<file path="src/core/cimf_pkg.sv">
// Constants, field indices and carrier types for the CPU interrupt mode and flag logic.
package cimf_pkg;

  localparam int unsigned NUM_CPU   = 8;
  localparam int unsigned CPU_W     = 3;
  localparam int unsigned ADDR_W    = 32;
  localparam int unsigned CHAN_W    = 7;
  localparam int unsigned NUM_FLAGS = 8;

  localparam logic [CHAN_W-1:0]    MAINT_CHANNEL = 7'h28;
  localparam logic [NUM_FLAGS-1:0] FLAGS_RESET   = 8'h00;
  localparam logic [1:0]           RST_SYNC_INIT = 2'h0;

  localparam int unsigned FLG_IO   = 0;
  localparam int unsigned FLG_OPND = 1;
  localparam int unsigned FLG_PCI  = 2;
  localparam int unsigned FLG_PRE  = 3;
  localparam int unsigned FLG_RPE  = 4;
  localparam int unsigned FLG_RTC  = 5;
  localparam int unsigned FLG_UMEM = 6;
  localparam int unsigned FLG_MCU  = 7;

  typedef struct packed {
    logic monitor_state_bit;
    logic maintenance_interrupt_enable;
    logic uncorrectable_memory_interrupt_enable;
    logic realtime_clock_interrupt_enable;
    logic register_parity_interrupt_enable;
    logic program_range_interrupt_enable;
    logic progclock_interrupt_enable;
    logic operand_range_interrupt_enable;
    logic io_interrupt_enable;
  } cimf_modes_t;

  typedef struct packed {
    logic              low_speed_channel_done;
    logic              very_high_speed_channel_done;
    logic              data_ref_valid;
    logic [ADDR_W-1:0] data_ref_addr;
    logic              program_range_error;
    logic              register_parity_error;
    logic              progclock_count_zero;
    logic              realtime_clock_request;
    logic              memory_read;
    logic              memory_uncorrectable;
  } cimf_events_t;

  typedef struct packed {
    logic              active;
    logic [CHAN_W-1:0] channel;
    logic [CPU_W-1:0]  target_cpu;
  } cimf_maint_t;

endpackage : cimf_pkg

</file>
<file path="src/core/cimf_flag_bank.sv">
// Bank of sticky interrupt flags where a set in the clearing cycle wins.
module cimf_flag_bank (
  input  wire logic                           clk_i,
  input  wire logic                           rst_n_i,
  input  wire logic [cimf_pkg::NUM_FLAGS-1:0] set_i,
  input  wire logic [cimf_pkg::NUM_FLAGS-1:0] clear_i,
  output logic      [cimf_pkg::NUM_FLAGS-1:0] flags_o
);

  logic [cimf_pkg::NUM_FLAGS-1:0] flag_d;
  logic [cimf_pkg::NUM_FLAGS-1:0] flag_q;

  for (genvar i = 0; i < cimf_pkg::NUM_FLAGS; i++) begin : g_flag
    // A set arriving with the clear keeps the flag, so no event is lost.
    assign flag_d[i] = set_i[i] | (flag_q[i] & ~clear_i[i]);
  end

  always_ff @(posedge clk_i or negedge rst_n_i) begin
    if (!rst_n_i) begin
      flag_q <= cimf_pkg::FLAGS_RESET;
    end else begin
      flag_q <= flag_d;
    end
  end

  assign flags_o = flag_q;

endmodule // cimf_flag_bank

</file>
<file path="src/core/cimf_intr_logic.sv">
// Per-CPU interrupt qualification: mode gating, flag setting and request merge.
module cimf_intr_logic (
  input  wire logic                           sys_clk_i,
  input  wire logic                           nrst_i,
  input  wire logic [cimf_pkg::CPU_W-1:0]     cpu_number_i,
  input  wire cimf_pkg::cimf_modes_t          modes_i,
  input  wire logic                           system_interrupt_enable_i,
  input  wire logic                           interrupts_enabled_i,
  input  wire logic [cimf_pkg::NUM_CPU-1:0]   io_ready_cpus_i,
  input  wire logic [cimf_pkg::ADDR_W-1:0]    data_base_address_i,
  input  wire logic [cimf_pkg::ADDR_W-1:0]    data_limit_address_i,
  input  wire cimf_pkg::cimf_events_t         events_i,
  input  wire cimf_pkg::cimf_maint_t          maint_i,
  input  wire logic [cimf_pkg::NUM_FLAGS-1:0] flag_clear_i,
  output logic                                io_ready_o,
  output logic      [cimf_pkg::NUM_FLAGS-1:0] flags_o,
  output logic                                irq_o
);

  logic [1:0]                     rst_sync_q;
  logic                           rst_n;
  logic [cimf_pkg::NUM_CPU:0]     below;
  logic                           lowest_io_cpu;
  logic                           channel_done;
  logic                           out_of_range;
  logic                           maint_hit;
  logic                           maint_d;
  logic                           maint_q;
  logic                           irq_d;
  logic                           irq_q;
  logic                           gate;
  logic [cimf_pkg::NUM_FLAGS-1:0] set_vec;

  // Reset is released through two flops so every flop behind rst_n leaves reset on one edge.
  always_ff @(posedge sys_clk_i or negedge nrst_i) begin
    if (!nrst_i) begin
      rst_sync_q <= cimf_pkg::RST_SYNC_INIT;
    end else begin
      rst_sync_q <= {rst_sync_q[0], 1'b1};
    end
  end
  assign rst_n = rst_sync_q[1];

  // Own readiness for I/O interrupts; other CPUs see it on io_ready_o.
  assign io_ready_o = modes_i.io_interrupt_enable & interrupts_enabled_i;

  // Running OR of readiness below each CPU index picks the lowest ready CPU.
  assign below[0] = 1'b0;
  for (genvar c = 0; c < cimf_pkg::NUM_CPU; c++) begin : g_lowest
    assign below[c+1] = below[c] | io_ready_cpus_i[c];
  end
  assign lowest_io_cpu = io_ready_o & ~below[cpu_number_i];

  assign channel_done = events_i.low_speed_channel_done
                      | events_i.very_high_speed_channel_done;

  assign out_of_range = events_i.data_ref_valid
                      & ((events_i.data_ref_addr < data_base_address_i)
                      |  (events_i.data_ref_addr >= data_limit_address_i));

  assign maint_hit = maint_i.active
                   & (maint_i.channel == cimf_pkg::MAINT_CHANNEL)
                   & (maint_i.target_cpu == cpu_number_i);

  // Monitor mode holds back every event except memory errors.
  assign gate = ~modes_i.monitor_state_bit;

  always_comb begin
    set_vec = '0;
    set_vec[cimf_pkg::FLG_IO]  = channel_done & system_interrupt_enable_i
                               & lowest_io_cpu & gate;
    set_vec[cimf_pkg::FLG_OPND] = out_of_range
                                & modes_i.operand_range_interrupt_enable & gate;
    set_vec[cimf_pkg::FLG_PCI] = events_i.progclock_count_zero
                               & modes_i.progclock_interrupt_enable
                               & interrupts_enabled_i & gate;
    set_vec[cimf_pkg::FLG_PRE] = events_i.program_range_error
                               & modes_i.program_range_interrupt_enable & gate;
    set_vec[cimf_pkg::FLG_RPE] = events_i.register_parity_error
                               & modes_i.register_parity_interrupt_enable & gate;
    set_vec[cimf_pkg::FLG_RTC] = events_i.realtime_clock_request
                               & modes_i.realtime_clock_interrupt_enable & gate;
    set_vec[cimf_pkg::FLG_UMEM] = events_i.memory_read & events_i.memory_uncorrectable
                                & modes_i.uncorrectable_memory_interrupt_enable
                                & interrupts_enabled_i;
    set_vec[cimf_pkg::FLG_MCU] = maint_hit & ~maint_q
                               & modes_i.maintenance_interrupt_enable
                               & interrupts_enabled_i & gate;
  end

  always_comb begin
    maint_d = maint_hit;
    irq_d   = |flags_o;
  end

  always_ff @(posedge sys_clk_i or negedge rst_n) begin
    if (!rst_n) begin
      maint_q <= 1'b0;
      irq_q   <= 1'b0;
    end else begin
      maint_q <= maint_d;
      irq_q   <= irq_d;
    end
  end

  assign irq_o = irq_q;

  cimf_flag_bank u_flags (
    .clk_i   (sys_clk_i),
    .rst_n_i (rst_n),
    .set_i   (set_vec),
    .clear_i (flag_clear_i),
    .flags_o (flags_o)
  );
endmodule // cimf_intr_logic

</file>
<file path="config.mk">
export PLATFORM = sky130hd
export DESIGN_NAME = cimf_intr_logic
export DESIGN_NICKNAME = d
export VERILOG_FILES = /design/src/core/cimf_pkg.sv /design/src/core/cimf_flag_bank.sv /design/src/core/cimf_intr_logic.sv
export SDC_FILE = /design/constraint.sdc
export NUM_CORES = 1
export LEC_CHECK = 0
export ABC_AREA = 1
export BUFFER_PORTS_ARGS = -buffer_cell sky130_fd_sc_hd__buf_4
export CAP_MARGIN = 10
export CORE_MARGIN = 5
export CORE_UTILIZATION = 45
export CTS_CLUSTER_DIAMETER = 150
export DETAILED_ROUTE_END_ITERATION = 10
export GPL_TIMING_DRIVEN = 0
export PLACE_DENSITY = 0.87
export SLEW_MARGIN = 0
export SYNTH_ARGS = -nofsm -noshare
export SYNTH_HDL_FRONTEND = slang
export SYNTH_SLANG_ARGS = --single-unit
</file>
<file path="constraint.sdc">
create_clock -name sys_clk_i -period 1.1 [get_ports sys_clk_i]
set_input_delay 0.055 -clock sys_clk_i [delete_from_list [all_inputs] [get_ports sys_clk_i]]
set_output_delay 0.055 -clock sys_clk_i [all_outputs]
set_load 0.05 [all_outputs]
</file>
After elaboration in Yosys (flattened, before gate mapping):

Cells that the tools add are included.

* flip-flop bits (word level): 12
* logic and storage cells: 73
* output and inout bits: 10
* input bits: 148

* reductions and logical operators: 1
* equality and inequality tests: 2
* muxes and demuxes: 2
* $lt $le $gt $ge: 3
* bitwise operators: 61

Operators by type and width (count)
* AND 1 bit: 34
* greater-or-equal comparator 32 bit: 1
* < comparator 32 bit: 1
* OR 1 bit: 16
* inverter 1 bit: 11
* OR reduction 8 bit: 1
* == test 7 x 6 -> 1 bit (second input constant): 1
* < comparator 3 x 5 -> 1 bit (second input constant): 1
* binary-select mux 1 bit (select 3 bit): 1
* == test 3 bit: 1
* two-way mux 1 bit: 1

Logic depth before layout (Yosys ltp):

* depth in word-level cells: 13
* mapped depth: 15
* mapped depth without buffers: 15

By module:

Synthesis repeated with hierarchy kept, for this count alone.

* cell total of the unflattened synthesis: 353
* area, all modules: 2287.2 µm²

Modules (own cells, without submodules)
* cimf_intr_logic: cells each 313, times used 1, seq. area each 100.1 µm², area each 1966.9 µm²
* cimf_flag_bank: cells each 40, times used 1, seq. area each 200.2 µm², area each 320.3 µm²

Worst setup path after synthesis:

OpenSTA, ideal clock, no wires.

* path type: input to register
* start point: input data_limit_address_i[7] in the netlist's numbering
* end point: register u_flags.flag_q (netlist bit u_flags.flags_o[1])
* data arrival time: 1.030 ns
* required time: 0.982 ns
* setup time: 0.118 ns
* buffers on the path: 0
* cell stages on the path: 11
* setup slack: -0.048 ns
* cell sequence: inv_1 ha_1 a21o_1 nor2_1 nand3_1 nand2_1 nand2_1 a21oi_1 nand2_1 nand2_1 nand2_1

* cells in the longest elaborated chain, start to end: 6

RTL lines
* start: declaration: RTL line cimf_intr_logic.sv:11 `input wire logic [cimf_pkg::ADDR_W-1:0] data_limit_address_i,`
* greater-or-equal comparator 32 bit: RTL line cimf_intr_logic.sv:59 `| (events_i.data_ref_addr >= data_limit_address_i));`
* OR 1 bit: RTL line cimf_intr_logic.sv:59
* AND 1 bit: RTL line cimf_intr_logic.sv:58 `& ((events_i.data_ref_addr < data_base_address_i)`
* AND 1 bit (2 in series): RTL line cimf_intr_logic.sv:73 `& modes_i.operand_range_interrupt_enable & gate;`
* OR 1 bit: RTL line cimf_flag_bank.sv:15 `assign flag_d[i] = set_i[i] | (flag_q[i] & ~clear_i[i]);`
* via u_flags.flag_d, one bit: RTL line cimf_flag_bank.sv:10 `logic [cimf_pkg::NUM_FLAGS-1:0] flag_d;`
* end signal: assignment: RTL line cimf_flag_bank.sv:20 `flag_q <= cimf_pkg::FLAGS_RESET;`
* end signal: assignment: RTL line cimf_flag_bank.sv:22 `flag_q <= flag_d;`
* end: declaration: RTL line cimf_flag_bank.sv:11 `logic [cimf_pkg::NUM_FLAGS-1:0] flag_q;`

The timed path passes the listed nets, and every way through them passes these cells.

Final worst setup path:

* start point: input data_base_address_i[19] in the netlist's numbering
* end point: register u_flags.flag_q (netlist bit u_flags.flags_o[1])

* cells in the longest elaborated chain, start to end: 6

RTL lines
* start: declaration: RTL line cimf_intr_logic.sv:10 `input wire logic [cimf_pkg::ADDR_W-1:0] data_base_address_i,`
* < comparator 32 bit: RTL line cimf_intr_logic.sv:58
* OR 1 bit: RTL line cimf_intr_logic.sv:59
* AND 1 bit: RTL line cimf_intr_logic.sv:58
* AND 1 bit (2 in series): RTL line cimf_intr_logic.sv:73
* OR 1 bit: RTL line cimf_flag_bank.sv:15
* via u_flags.flag_d, one bit: RTL line cimf_flag_bank.sv:10

The timed path passes the listed nets, and every way through them passes these cells.

==> flow_summary.toml <==
[layout]
final.fill_count = 256
final-instance-count-excl-fill = 566
design.final.nets = 711
final_area_um2 = 4110
fin_util_pct = 86.5
layout-drive-gt1-share_pct = 49.7
area_growth_from_synthesis_to_layout_pct = 85.4
antenna_cells_inserted = 0

[clock_network]
clkLatencyLatePin_ps = 250
cts_buffers = 3
clk_root_buffer_cell = "sky130_fd_sc_hd__clkbuf_8"
worst_setup_hold_path_clk_slew_ps = 50
tritoncts = "done"
cts-root-to-sink-buffers = 2
clkSinkCount = 12
ctsHtreeMaxLevel = 1

[logic_synthesis]
synth_most_common_cell = "sky130_fd_sc_hd__inv_1"
synth_compound_area_share_pct = 14.7
synth_nets = 542
synth-edff-count = 0
synth_area_per_cell_um2 = 6.70
yosysWarningCount = 0
library_cell_occupying_the_most_area_in_the_post_synthesis_netlist = "sky130_fd_sc_hd__ha_1"
yosys.area_share.xor_xnor_pct = 0.395
ys_seq_elements = 12
synthesis.instances = 331
synthArstFlopShare_pct = 100
netlist.area_leader.share_pct = 35.6
area_fraction_in_and_or_nand_and_nor_cells_after_synthesis_pct = 20.4
synth.mux.area_fraction_pct = 0
netlist_area_um2 = 2220
cell_types_with_the_highest_counts_after_synthesis = "sky130_fd_sc_hd__inv_1, sky130_fd_sc_hd__ha_1, sky130_fd_sc_hd__nand2_1"
synth.distinct_cells = 24
synth_top_family_by_area = "adder cells"
synth_seq_area_share_pct = 13.5
leading_cell_types_by_total_area_after_synthesis = "sky130_fd_sc_hd__ha_1, sky130_fd_sc_hd__inv_1, sky130_fd_sc_hd__dfrtp_1"
synthAdderAreaFrac_pct = 35.6
synth-main-ff-cell = "sky130_fd_sc_hd__dfrtp_1"

[place]
routabilityCongestion = 0.864
detailed_place.area_um2 = 3520
placed_cells = 554
buffer_ports.inserted = 156
dpl_hpwl_um = 6390

[detailed_routing]
drt_pre_antenna_iters = 5
remaining_drc_errors = 0
wire_per_inst_um = 17.1
vias = 3013
wirelength_um = 9680
initialDrtViolationCount = 163
vias_per_cell = 5.32
antenna_violating_nets_post_route = 0

[setup_path]
crit_path_cell_trace = "buf_4 > inv_1 > ha_4 > a21oi_2 > o21ai_1 > nand2_1 > nand3_1 > a21oi_2 > nand2_1 > nand2_2 > nand2_1 > nand2_1"
cp.required_ps = 1290
setup_crit_end_kind = "flop"
crit_path_max_incr_delay_ps = 230
arrival_time_at_the_worst_endpoint_ps = 1380
slowest_cp_cell = "sky130_fd_sc_hd__ha_4"
worstSetupStartpointType = "input pin"
critical_path.max_fanout = 2
worst-setup-path-type = "input pin to flop"
crit_top_cell = "sky130_fd_sc_hd__nand2_1"

[grt]
antenna_found_initial = 0
grt_max_degree = 11
grt_first_pass_wirelength_um = 12100
grt_usage_pct = 23.3
global_route.overflow_total = 0
grt_pass1_vias = 2930

[sta]
setup_ws_ps = -91.1
setup_repair_after_global_routing_missed_its_margin = "yes"
period_share_pct = 108
report.final.slew_viol_count = 0
fmax_mhz = 840
final.setup_skew_ps = 0.709
timing.final.setup_violations = 1
finalCriticalPeriod_ps = 1190
finalHoldViolations = 0
final.setup.tns_ps = -91.1
timing.hold.ws_ps = 41.2

[worst_hold_path]
worst_hold_path_type = "input pin to flop"

[floorplan]
initial_core_util_pct = 46.6
boundary_pin_count = 158
die_x_um = 80.2
dieArea_um2 = 6430
number_of_placement_rows = 25
die_height_um = 80.2
core_area_um2 = 4750

[power]
static-leakage-power_nw = 2.25
power.density_nw_per_um2 = 619
power.ir.vdd_worst_uv = 802

[flow_run]
cap_viol_max_count = 0

[run_status]
violated_checks = "setup timing"
status = "finished, violations left"
## registers in the layout, indices dropped and copies added (netlist names)
register	count
rst_sync_q	2
maint_q	1
irq_o	1
u_flags.flags_o	8
## final cells by class
cell class                      count  area, µm²  area share, %
Multi-Input combinational cell    229       2050           49.8
Clock buffer                        4       55.1           1.34
Tap cell                           67       83.8           2.04
Inverter                           90        348           8.46
Timing Repair Buffer              164       1280           31.1
Sequential cell                    12        300           7.30
## cells by family after synthesis
family,Yosys count
AOI/OAI and AO/OA,61
xor gates and xnor gates,1
buffers and inverters,90
DFF,12
adders and majority gates,63
other,1
and+or+nand+nor,103
## per-stage QoR
step                worst slack [ps]  power (mW)
finish                         -91.1        2.54
global route                    -228        2.69
CTS                             2.26        2.20
detailed placement              -307        1.68
global placement                -281        1.63
floorplan                      0.352        1.07
## path summary, 6_finish.rpt
kind | startpoint | end | slack, ps | depth (start not counted)
worst min-delay path | flag_clear_i[1] | u_flags.flags_o[1] | 40 | 4
worst max register to register | u_flags.flags_o[1] | irq_o | 80 | 2
min in group asynchronous | nrst_i | rst_sync_q[0] | 120 | 2
worst max-delay path | data_base_address_i[19] | u_flags.flags_o[1] | -90 | 12
max in group asynchronous | rst_sync_q[1] | u_flags.flags_o[1] | 640 | 0
worst min register to register | rst_sync_q[1] | u_flags.flags_o[4] | 170 | 0
## metal layers
| layer | track usage (%) | share of wire [%] | vias to the layer above | wire length (µm) |
|---|---|---|---|---|
| li1 | - | - | 1404 | - |
| met1 | 24.1 | 34 | 1383 | 3250 |
| met4 | 7.77 | 4.1 | 0 | 393 |
| met3 | 4.82 | 9.4 | 35 | 905 |
| met5 | 0 | 0 | - | 0 |
| met2 | 45.9 | 53 | 191 | 5130 |
## critical path, delay by kind of cell
kind / cells / cell delay [ps]
adder cells (fa/ha/maj): 1 / 230
buffers and inverters: 2 / 210
AO/OA/AOI/OAI: 3 / 420
AND/OR/NAND/NOR: 6 / 460
## report_power, final
part	switching, mW	internal (mW)
combinational	0.754	0.800
clock	0.177	0.317
sequential	0.0266	0.468
## cells in the final DEF, fill, tap and decap left out, types with 2 or more instances in the layout
master	instances
sky130_fd_sc_hd__buf_4	149
sky130_fd_sc_hd__inv_1	73
sky130_fd_sc_hd__nand2_1	49
sky130_fd_sc_hd__ha_1	38
sky130_fd_sc_hd__ha_4	25
sky130_fd_sc_hd__a21oi_2	21
sky130_fd_sc_hd__inv_2	13
sky130_fd_sc_hd__nor2_1	13
sky130_fd_sc_hd__o21ai_0	12
sky130_fd_sc_hd__a21oi_1	12
sky130_fd_sc_hd__dfrtp_1	12
sky130_fd_sc_hd__nand2_2	10
sky130_fd_sc_hd__o21ai_1	8
sky130_fd_sc_hd__dlygate4sd3_1	8
sky130_fd_sc_hd__buf_6	7
sky130_fd_sc_hd__nand3_1	6
sky130_fd_sc_hd__nand4_1	6
sky130_fd_sc_hd__nor2_2	5
sky130_fd_sc_hd__inv_4	4
sky130_fd_sc_hd__clkbuf_8	4
sky130_fd_sc_hd__nor4_2	3
sky130_fd_sc_hd__nor3_2	3
sky130_fd_sc_hd__nor4_1	2
sky130_fd_sc_hd__o21a_1	2
sky130_fd_sc_hd__a21o_1	2
sky130_fd_sc_hd__nand3_2	2
## timing repair
item,4_1_cts,5_1_grt
gates resized for setup,2,92
hold buffers,8,0
hold endpoints to repair,9,0
endpoints found under the setup margin,1,1
buffers inserted,0,0
pin swaps,1,33
No activity file was read; power rests on OpenSTA's default activity.
